==> src/logic/bsp_pkg.sv <==
// Constants, types and reset state of the buffered SPI port.
// Assumes a single 20 MHz system clock and an AXI4-Lite master outside.
package bsp_pkg;
	// Register byte addresses
	localparam logic [7:0] BSP_ADDR_CTRL = 8'h00;
	localparam logic [7:0] BSP_ADDR_STAT = 8'h04;
	localparam logic [7:0] BSP_ADDR_BUF0 = 8'h08;
	localparam logic [7:0] BSP_ADDR_IE   = 8'h28;
	localparam logic [3:0] BSP_IDX_LAST  = 4'ha;
	// Control register fields
	localparam int BSP_C_SIG  = 7;
	localparam int BSP_C_EN   = 6;
	localparam int BSP_C_ORD  = 5;
	localparam int BSP_C_MASTER_SELECT = 4;
	localparam int BSP_C_CLOCK_POLARITY = 3;
	localparam int BSP_C_CLOCK_PHASE = 2;
	// Status register fields
	localparam int BSP_S_DONE = 7;
	localparam int BSP_S_WRITE_COLLISION_FLAG = 6;
	localparam int BSP_S_CLOCK_DIVIDER_TOP_BIT = 5;
	// Interrupt enable / engine state register fields
	localparam int BSP_I_PIE  = 0;
	localparam int BSP_I_GIE  = 1;
	localparam int BSP_I_BUSY = 4;
	localparam int BSP_I_MAST = 5;
	// Clock edges per byte, counted from zero
	localparam logic [3:0] BSP_EDGE_LAST = 4'hf;
	localparam logic [1:0] BSP_RESP_OK   = 2'b00;
	localparam logic [1:0] BSP_RESP_ERR  = 2'b10;

	typedef enum logic [0:0] {
		BSP_ST_IDLE = 1'b0,
		BSP_ST_XFER = 1'b1
	} bsp_st_e;

	typedef struct packed {
		logic [7:0]      ctrl;
		logic            done;
		logic            write_collision_flag;
		logic            clock_divider_top_bit;
		logic [2:0]      xcnt;
		logic            pie;
		logic            gie;
		logic [7:0][7:0] buff;
		bsp_st_e         st;
		logic [2:0]      idx;
		logic [3:0]      edg;
		logic [7:0]      sh;
		logic [9:0]      div;
		logic            sclk_o, sclk_oe, mosi_o, mosi_oe, miso_o, miso_oe;
		logic            irq;
		logic            ss_s1, ss_s2, ck_s1, ck_s2, ck_s3;
		logic            mo_s1, mo_s2, mi_s1, mi_s2;
		logic            axw, bvalid, arready, rvalid;
		logic [1:0]      bresp, rresp;
		logic [31:0]     rdata;
	} bsp_state_s;

	localparam bsp_state_s BSP_STATE_RST = '0;

	// Half period of the master clock in system clocks
	function automatic logic [9:0] bsp_half(input logic [2:0] clock_divider_select);
		unique case (clock_divider_select)
			3'h0: bsp_half = 10'h002;
			3'h1: bsp_half = 10'h008;
			3'h2: bsp_half = 10'h020;
			3'h3: bsp_half = 10'h040;
			3'h4: bsp_half = 10'h080;
			3'h5: bsp_half = 10'h100;
			default: bsp_half = 10'h200;
		endcase
	endfunction : bsp_half
endpackage : bsp_pkg

==> src/logic/bsp_port.sv <==
// Buffered SPI port: eight-byte buffer, master or slave, AXI4-Lite registers.
// Assumes pins arrive asynchronously and pad logic resolves the enables.
// Behaviour
// Transfer moves one plus extra count bytes
// Byte zero first, then ascending buffer index
// Select ignore set: master bit alone decides
// Select ignore clear: select pin decides mode
// Disabled port releases all four pins
// Bit order one sends LSB first
// Polarity sets the idle clock level
// Phase one: drive leading, sample trailing
// Phase zero: first bit early, sample leading
// Three-bit divider picks master clock rate
// Software keeps divider select nonzero always; the bench writes select zero in its fastest-divider test
// Transfer end sets done flag, gated interrupt
// Select pin low as master sets done
// Buffer write during transfer sets collision
// Collision cleared only by writing zero
// Software loads buffer bytes in order
// Writing last byte starts the transfer
// Collision on writes up to extra count
// Full duplex exchange of shift registers
// Unselected slave holds its output high; a phase zero start while unselected puts the first bit out for one cycle
// Received byte replaces sent byte; code 111 undefined
//
// The AXI4-Lite interface to the registers and the register addresses were chosen for this implementation.
`timescale 1ns/1ps
module bsp_port
	import bsp_pkg::*;
(
	// Clock and reset
	input  wire logic        aclk,
	input  wire logic        aresetn,
	// AXI4-Lite write
	input  wire logic [7:0]  awaddr,
	input  wire logic        awvalid,
	output logic             awready,
	input  wire logic [31:0] wdata,
	input  wire logic [3:0]  wstrb,
	input  wire logic        wvalid,
	output logic             wready,
	output logic [1:0]       bresp,
	output logic             bvalid,
	input  wire logic        bready,
	// AXI4-Lite read
	input  wire logic [7:0]  araddr,
	input  wire logic        arvalid,
	output logic             arready,
	output logic [31:0]      rdata,
	output logic [1:0]       rresp,
	output logic             rvalid,
	input  wire logic        rready,
	// Serial pins
	input  wire logic        slave_select_pin_in,
	input  wire logic        serial_clock_pin_in,
	output logic             serial_clock_pin_out,
	output logic             serial_clock_pin_oe,
	input  wire logic        master_out_pin_in,
	output logic             master_out_pin_out,
	output logic             master_out_pin_oe,
	input  wire logic        master_in_pin_in,
	output logic             master_in_pin_out,
	output logic             master_in_pin_oe,
	// Interrupt request
	output logic             irq
);
	bsp_state_s q, n;

	logic       en, sig, master_select, clock_polarity, clock_phase, ord, busy, master, selected, mfault;
	logic       tick, lead, sample, din, ev_done, ev_write_collision_flag, wr, rd, wmap, rmap;
	logic [3:0] widx, ridx;
	logic [2:0] bidx;
	logic [7:0] rbyte;

	assign en       = q.ctrl[BSP_C_EN];
	assign sig      = q.ctrl[BSP_C_SIG];
	assign master_select     = q.ctrl[BSP_C_MASTER_SELECT];
	assign clock_polarity     = q.ctrl[BSP_C_CLOCK_POLARITY];
	assign clock_phase     = q.ctrl[BSP_C_CLOCK_PHASE];
	assign ord      = q.ctrl[BSP_C_ORD];
	assign busy     = (q.st == BSP_ST_XFER);
	assign master   = master_select && (sig || q.ss_s2);
	assign selected = sig || !q.ss_s2;
	assign mfault   = en && !sig && master_select && !q.ss_s2;
	assign wr       = q.axw && awvalid && wvalid;
	assign rd       = q.arready && arvalid;
	assign widx     = awaddr[5:2];
	assign ridx     = araddr[5:2];
	assign wmap     = (awaddr[7:6] == 2'b00) && (widx <= BSP_IDX_LAST);
	assign rmap     = (araddr[7:6] == 2'b00) && (ridx <= BSP_IDX_LAST);
	assign bidx     = 3'(widx - 4'h2);

	always_comb begin
		unique case (ridx)
			BSP_ADDR_CTRL[5:2]: rbyte = q.ctrl;
			BSP_ADDR_STAT[5:2]: rbyte = {q.done, q.write_collision_flag, q.clock_divider_top_bit, 2'b00, q.xcnt};
			BSP_ADDR_IE[5:2]:   rbyte = {2'b00, master, busy, 2'b00, q.gie, q.pie};
			default:            rbyte = (ridx >= 4'h2 && ridx <= 4'h9) ?
			                            q.buff[3'(ridx - 4'h2)] : 8'h00;
		endcase
	end

	always_comb begin
		n       = q;
		ev_done = 1'b0;
		ev_write_collision_flag = 1'b0;
		tick    = 1'b0;
		din     = 1'b0;
		lead    = 1'b0;
		sample  = 1'b0;

		// Two-stage synchronisers, three stages for the clock; the first stage feeds only the second
		n.ss_s1 = slave_select_pin_in;
		n.ss_s2 = q.ss_s1;
		n.ck_s1 = serial_clock_pin_in;
		n.ck_s2 = q.ck_s1;
		n.ck_s3 = q.ck_s2;
		n.mo_s1 = master_out_pin_in;
		n.mo_s2 = q.mo_s1;
		n.mi_s1 = master_in_pin_in;
		n.mi_s2 = q.mi_s1;

		// Bus handshakes: one write and one read in flight
		n.axw     = awvalid && wvalid && !q.axw && !q.bvalid;
		n.arready = arvalid && !q.arready && !q.rvalid;
		if (q.bvalid && bready)
			n.bvalid = 1'b0;
		if (q.rvalid && rready)
			n.rvalid = 1'b0;
		if (rd) begin
			n.rvalid = 1'b1;
			n.rresp  = rmap ? BSP_RESP_OK : BSP_RESP_ERR;
			n.rdata  = {24'h000000, rmap ? rbyte : 8'h00};
		end

		// Shift engine
		if (busy) begin
			if (master) begin
				if (q.div == 10'(bsp_half({q.clock_divider_top_bit, q.ctrl[1:0]}) - 10'h001)) begin
					n.div    = 10'h000;
					tick     = 1'b1;
					n.sclk_o = ~q.sclk_o;
				end else begin
					n.div = q.div + 10'h001;
				end
				din = q.mi_s2;
			end else begin
				tick = selected && (q.ck_s2 != q.ck_s3);
				din  = q.mo_s2;
			end
			lead   = !q.edg[0];
			sample = lead ^ clock_phase;
			if (tick) begin
				if (sample)
					n.sh = ord ? {din, q.sh[7:1]} : {q.sh[6:0], din};
				if (q.edg == BSP_EDGE_LAST) begin
					n.buff[q.idx] = n.sh;
					n.edg         = 4'h0;
					if (q.idx == q.xcnt) begin
						n.st    = BSP_ST_IDLE;
						ev_done = 1'b1;
					end else begin
						n.idx = q.idx + 3'h1;
						n.sh  = q.buff[q.idx + 3'h1];
					end
				end else begin
					n.edg = q.edg + 4'h1;
				end
				if (!sample) begin
					if (master)
						n.mosi_o = ord ? n.sh[0] : n.sh[7];
					else
						n.miso_o = ord ? n.sh[0] : n.sh[7];
				end
			end
		end
		if (!busy)
			n.sclk_o = clock_polarity;
		if (!master && !selected)
			n.miso_o = 1'b1;

		// Register writes
		if (wr) begin
			n.bvalid = 1'b1;
			n.bresp  = wmap ? BSP_RESP_OK : BSP_RESP_ERR;
		end
		if (wr && wmap && wstrb[0]) begin
			if (awaddr == BSP_ADDR_CTRL)
				n.ctrl = wdata[7:0];
			else if (awaddr == BSP_ADDR_STAT) begin
				if (!wdata[BSP_S_DONE])
					n.done = 1'b0;
				if (!wdata[BSP_S_WRITE_COLLISION_FLAG])
					n.write_collision_flag = 1'b0;
				n.clock_divider_top_bit = wdata[BSP_S_CLOCK_DIVIDER_TOP_BIT];
				n.xcnt = wdata[2:0];
			end else if (awaddr == BSP_ADDR_IE) begin
				n.pie = wdata[BSP_I_PIE];
				n.gie = wdata[BSP_I_GIE];
			end else if (busy && bidx <= q.xcnt) begin
				ev_write_collision_flag = 1'b1;
			end else begin
				n.buff[bidx] = wdata[7:0];
				if (!busy && en && bidx == q.xcnt) begin
					n.st  = BSP_ST_XFER;
					n.idx = 3'h0;
					n.edg = 4'h0;
					n.div = 10'h000;
					n.sh  = n.buff[0];
					if (!clock_phase) begin
						if (master)
							n.mosi_o = ord ? n.buff[0][0] : n.buff[0][7];
						else
							n.miso_o = ord ? n.buff[0][0] : n.buff[0][7];
					end
				end
			end
		end

		// Mode fault: another master pulled select low
		if (mfault) begin
			n.ctrl[BSP_C_MASTER_SELECT] = 1'b0;
			n.st               = BSP_ST_IDLE;
			ev_done            = 1'b1;
		end
		if (!en)
			n.st = BSP_ST_IDLE;

		// Hardware sets win over software clears
		if (ev_done)
			n.done = 1'b1;
		if (ev_write_collision_flag)
			n.write_collision_flag = 1'b1;

		// Pin ownership; divider select ignored as slave
		n.sclk_oe = en && master;
		n.mosi_oe = en && master;
		n.miso_oe = en && !master;
		n.irq     = n.done && n.pie && n.gie;
	end

	always_ff @(posedge aclk) begin
		if (!aresetn)
			q <= BSP_STATE_RST;
		else
			q <= n;
	end

	assign awready              = q.axw;
	assign wready               = q.axw;
	assign bvalid               = q.bvalid;
	assign bresp                = q.bresp;
	assign arready              = q.arready;
	assign rvalid               = q.rvalid;
	assign rdata                = q.rdata;
	assign rresp                = q.rresp;
	assign serial_clock_pin_out = q.sclk_o;
	assign serial_clock_pin_oe  = q.sclk_oe;
	assign master_out_pin_out   = q.mosi_o;
	assign master_out_pin_oe    = q.mosi_oe;
	assign master_in_pin_out    = q.miso_o;
	assign master_in_pin_oe     = q.miso_oe;
	assign irq                  = q.irq;
endmodule : bsp_port
==> config.mk <==
export PLATFORM = sky130hd
export DESIGN_NAME = bsp_port
export DESIGN_NICKNAME = d
export VERILOG_FILES = /design/src/logic/bsp_pkg.sv /design/src/logic/bsp_port.sv
export SDC_FILE = /design/constraint.sdc
export NUM_CORES = 1
export LEC_CHECK = 0
export BUFFER_PORTS_ARGS = -buffer_cell sky130_fd_sc_hd__buf_2
export CORE_MARGIN = 2
export CORE_UTILIZATION = 30
export CTS_CLUSTER_SIZE = 25
export DETAILED_ROUTE_END_ITERATION = 8
export HOLD_SLACK_MARGIN = 0.08
export SYNTH_ARGS = -nofsm -noshare
export SYNTH_HDL_FRONTEND = slang
export SYNTH_SLANG_ARGS = --single-unit
==> constraint.sdc <==
create_clock -name aclk -period 3.6 [get_ports aclk]
set_input_delay 0.36 -clock aclk [delete_from_list [all_inputs] [get_ports aclk]]
set_output_delay 0.36 -clock aclk [all_outputs]
set_load 0.02 [all_outputs]
==> impl_metrics.tcl <==
set metrics [dict create \
    rsz0062_at_grt "false" \
    io-pin-count 111 \
    drt_iter0_markers 609 \
    outcome "completed" \
    synthFlopType "dfxtp_1" \
    area_growth_pct 13.69 \
    worstRegToRegCells 11 \
    rrSetupSlack_ns 0.19 \
    finalInstanceArea_um2 9269 \
    setup_tns_ns 0 \
    drive_gt1_share_pct 18.50 \
    crit_buf_inv 1 \
    numPortBuffers 55 \
    p_leak_nw 3.692 \
    crit_arrival_ns 3.71 \
    die_x_um 168.9 \
    tritoncts "yes" \
    drtAntennaViolNets 0 \
    worstPathCellList "or3_1, ha_1, or3b_1, and4_1, nor4_2, nand4_2, a211o_1, buf_4, nor2_8, mux2i_1, a21oi_1" \
    vias_per_cell 5.381 \
    powerDensity_nw_per_um2 388.7 \
    crit_path_end_kind "flip-flop" \
    netlist_top_cells_area "dfxtp_1 33%, mux2i_1 11%, mux4_2 8.8%" \
    avgSynthCellArea_um2 9.150 \
    fillers 2733 \
    vias 6871 \
    drt_wl_total_um 22750 \
    synth.cell_area_um2 8153 \
    drc 0 \
    synth-edff-count 0 \
    start_util_pct 30.42 \
    core_area_um2 26800 \
    numClockSinks 135 \
    stdcell_count 1277 \
    critPathLaunchType "flip-flop" \
    synth.distinct_cells 71 \
    slew_headroom_pct 32.58 \
    ir_drop_uv 316.4 \
    top_register "q" \
    reg2reg_from "q[151]" \
    synth_top_area_share_pct 33.15 \
    synth_seq_cells 135 \
    clkLatencyLatePin_ns 0.43 \
    syn-instance-count 891 \
    crit_path_max_fanout 9 \
    min_period_ns 3.415 \
    dp_cells 1244 \
    yosys.area.top_type "dfxtp_1" \
    async_flop_share_pct 0 \
    max-cap-violations 0 \
    overflow 0 \
    track_usage_pct 16.12 \
    finalNetCount 998 \
    die-area_um2 28510 \
    timing.fmax_ghz 0.2928 \
    hold_depth 2 \
    hold_violations 0 \
    clock_skew_ns 0.01208 \
    r2r-end "q[135]" \
    min_from "serial_clock_pin_in" \
    grt_pass1_wl_um 35780 \
    ctsHoldBuffers 0 \
    fp.dieH_um 168.9 \
    crit_type "reg2reg" \
    min_period_over_period_pct 94.86 \
    root_buffer "clkbuf_16" \
    crit_required_ns 3.89 \
    wire_per_inst_um 17.81 \
    tightest_slew_ns 1.011 \
    first_pass_iters 5 \
    slowest_stage "or3_1" \
    hp-class "in2reg" \
    cp_top_family "simple AND/OR/NAND/NOR gates" \
    cts.path.max_buffers 2 \
    ys_seq_area_share_pct 33.15 \
    cts_made_buffers 17 \
    num_rows 60 \
    place_congestion 0.8450 \
    hold_end "n[45]" \
    grt_start_max_net_pins 56 \
    dp_hpwl_um 16440 \
    cts-htree-levels 4 \
    final-setup-viol-count 0 \
    drv_slew 0 \
    slowest_delay_ns 0.43 \
    antenna_found_initial 1 \
    clk_pin_slew_ns 0.06 \
    p_total_w 0.003603 \
    first_global_vias 6379 \
    largest_reg_flops 104 \
    placed_area_um2 8630 \
    ys.warnings.count 0 \
]
-- Yosys cell counts (4+ instances only) --
master	count
o21ai_0	62
mux4_2	32
inv_1	14
nand2_1	84
a21oi_1	61
nor3_1	7
dfxtp_1	135
o21ai_1	8
nand4_1	5
a22oi_1	7
and2_1	12
nor4_1	4
o211a_1	16
nor2_1	47
nand2b_1	9
buf_4	40
o211ai_1	10
or3_1	7
nor3b_1	4
mux2i_1	87
o311ai_0	9
nor2b_1	26
xor2_1	13
xnor2_1	11
mux2_2	11
ha_1	12
a21boi_0	7
o21a_1	4
nand3_1	18
o22ai_1	14
clkbuf_1	44
buf_2	6
a211oi_1	4
a31oi_1	5
-- stage by stage --
step | util, % | hold WS [ns] | setup WS, ns
after floorplan | - | 0.4119 | 0.4846
after CTS | 34.55 | 0.1401 | 0.1616
final | 34.58 | 0.1466 | 0.1852
after detailed placement | 32.20 | 0.4190 | 0.1749
after global routing | 34.58 | 0.1434 | 0.04099
after global placement | 32.20 | 0.4227 | 0.2049
-- how the worst max path moves through the flow --
stage / startpoint / cells after the start / end / slack (ns)
CTS: q[151] / 10 / q[127] / 0.16
finish: q[151] / 11 / q[135] / 0.19
detailed placement: q[151] / 10 / q[127] / 0.17
global route: q[151] / 11 / q[132] / 0.04
floorplan: q[154] / 11 / q[123] / 0.48
global placement: q[151] / 10 / q[124] / 0.20
-- where the power goes --
group          internal (W)  total (W)  switching, W
combinational     0.0000626   0.000200      0.000138
sequential          0.00150    0.00151    0.00000423
clock               0.00119    0.00190      0.000702
-- cells by family (layout without fill, tap and decap cells) --
group	count (synthesis)	after routing	share of synthesized area, %
xor+xnor	24	24	2.578
flops	135	135	33.15
buf+inv	110	129	7.198
compound gates	231	231	18.17
fa+ha+maj	12	12	1.842
simple gates	248	248	15.98
mux	130	130	21.04
other cells	1	27	0.04600
-- layer usage --
| metal | routed length (µm) | global-route usage [%] |
|---|---|---|
| met3 | 1224 | 3.601 |
| met4 | 403 | 4.948 |
| met2 | 10660 | 25.59 |
| met5 | 0 | 0 |
| met1 | 10450 | 21.85 |
-- what timing repair did --
item                                   in CTS  in global routing
gates resized for setup                     0                  0
setup endpoints to repair                   0                 13
endpoints found under the hold margin       0                  0
setup buffers                               0                  1
-- final cells by class --
class                   count  area [µm²]  area share, %
clock inverters            11       172.7          1.863
well taps                 341       426.7          4.603
clock buffers              20       456.7          4.927
repair buffers             84       493.0          5.319
diodes                      1       2.502        0.02700
flip-flops and latches    135        2703          29.16
multi-input cells         671        4962          53.54
inverters                  14       52.55         0.5670
-- cell usage in the layout, fill, tap and decap left out, types with 4 or more instances in the layout --
cell,n
clkbuf_16,17
a211oi_1,4
nor3_1,7
and2_1,12
inv_1,14
mux2_2,11
o21ai_1,8
a31oi_1,5
mux2i_1,87
a22oi_1,7
bufinv_16,4
o22ai_1,14
nor3b_1,4
nor2b_1,26
ha_1,12
o21ai_0,62
o211ai_1,10
o211a_1,16
xor2_1,13
dfxtp_1,135
or3_1,7
nand2b_1,9
a21boi_0,7
a21oi_1,61
nand4_1,5
nor4_1,4
o311ai_0,9
nand3_1,18
buf_4,29
conb_1,26
xnor2_1,11
buf_2,55
o21a_1,4
nor2_1,47
mux4_2,32
nand2_1,84
Power figures use the tool's default switching activity.
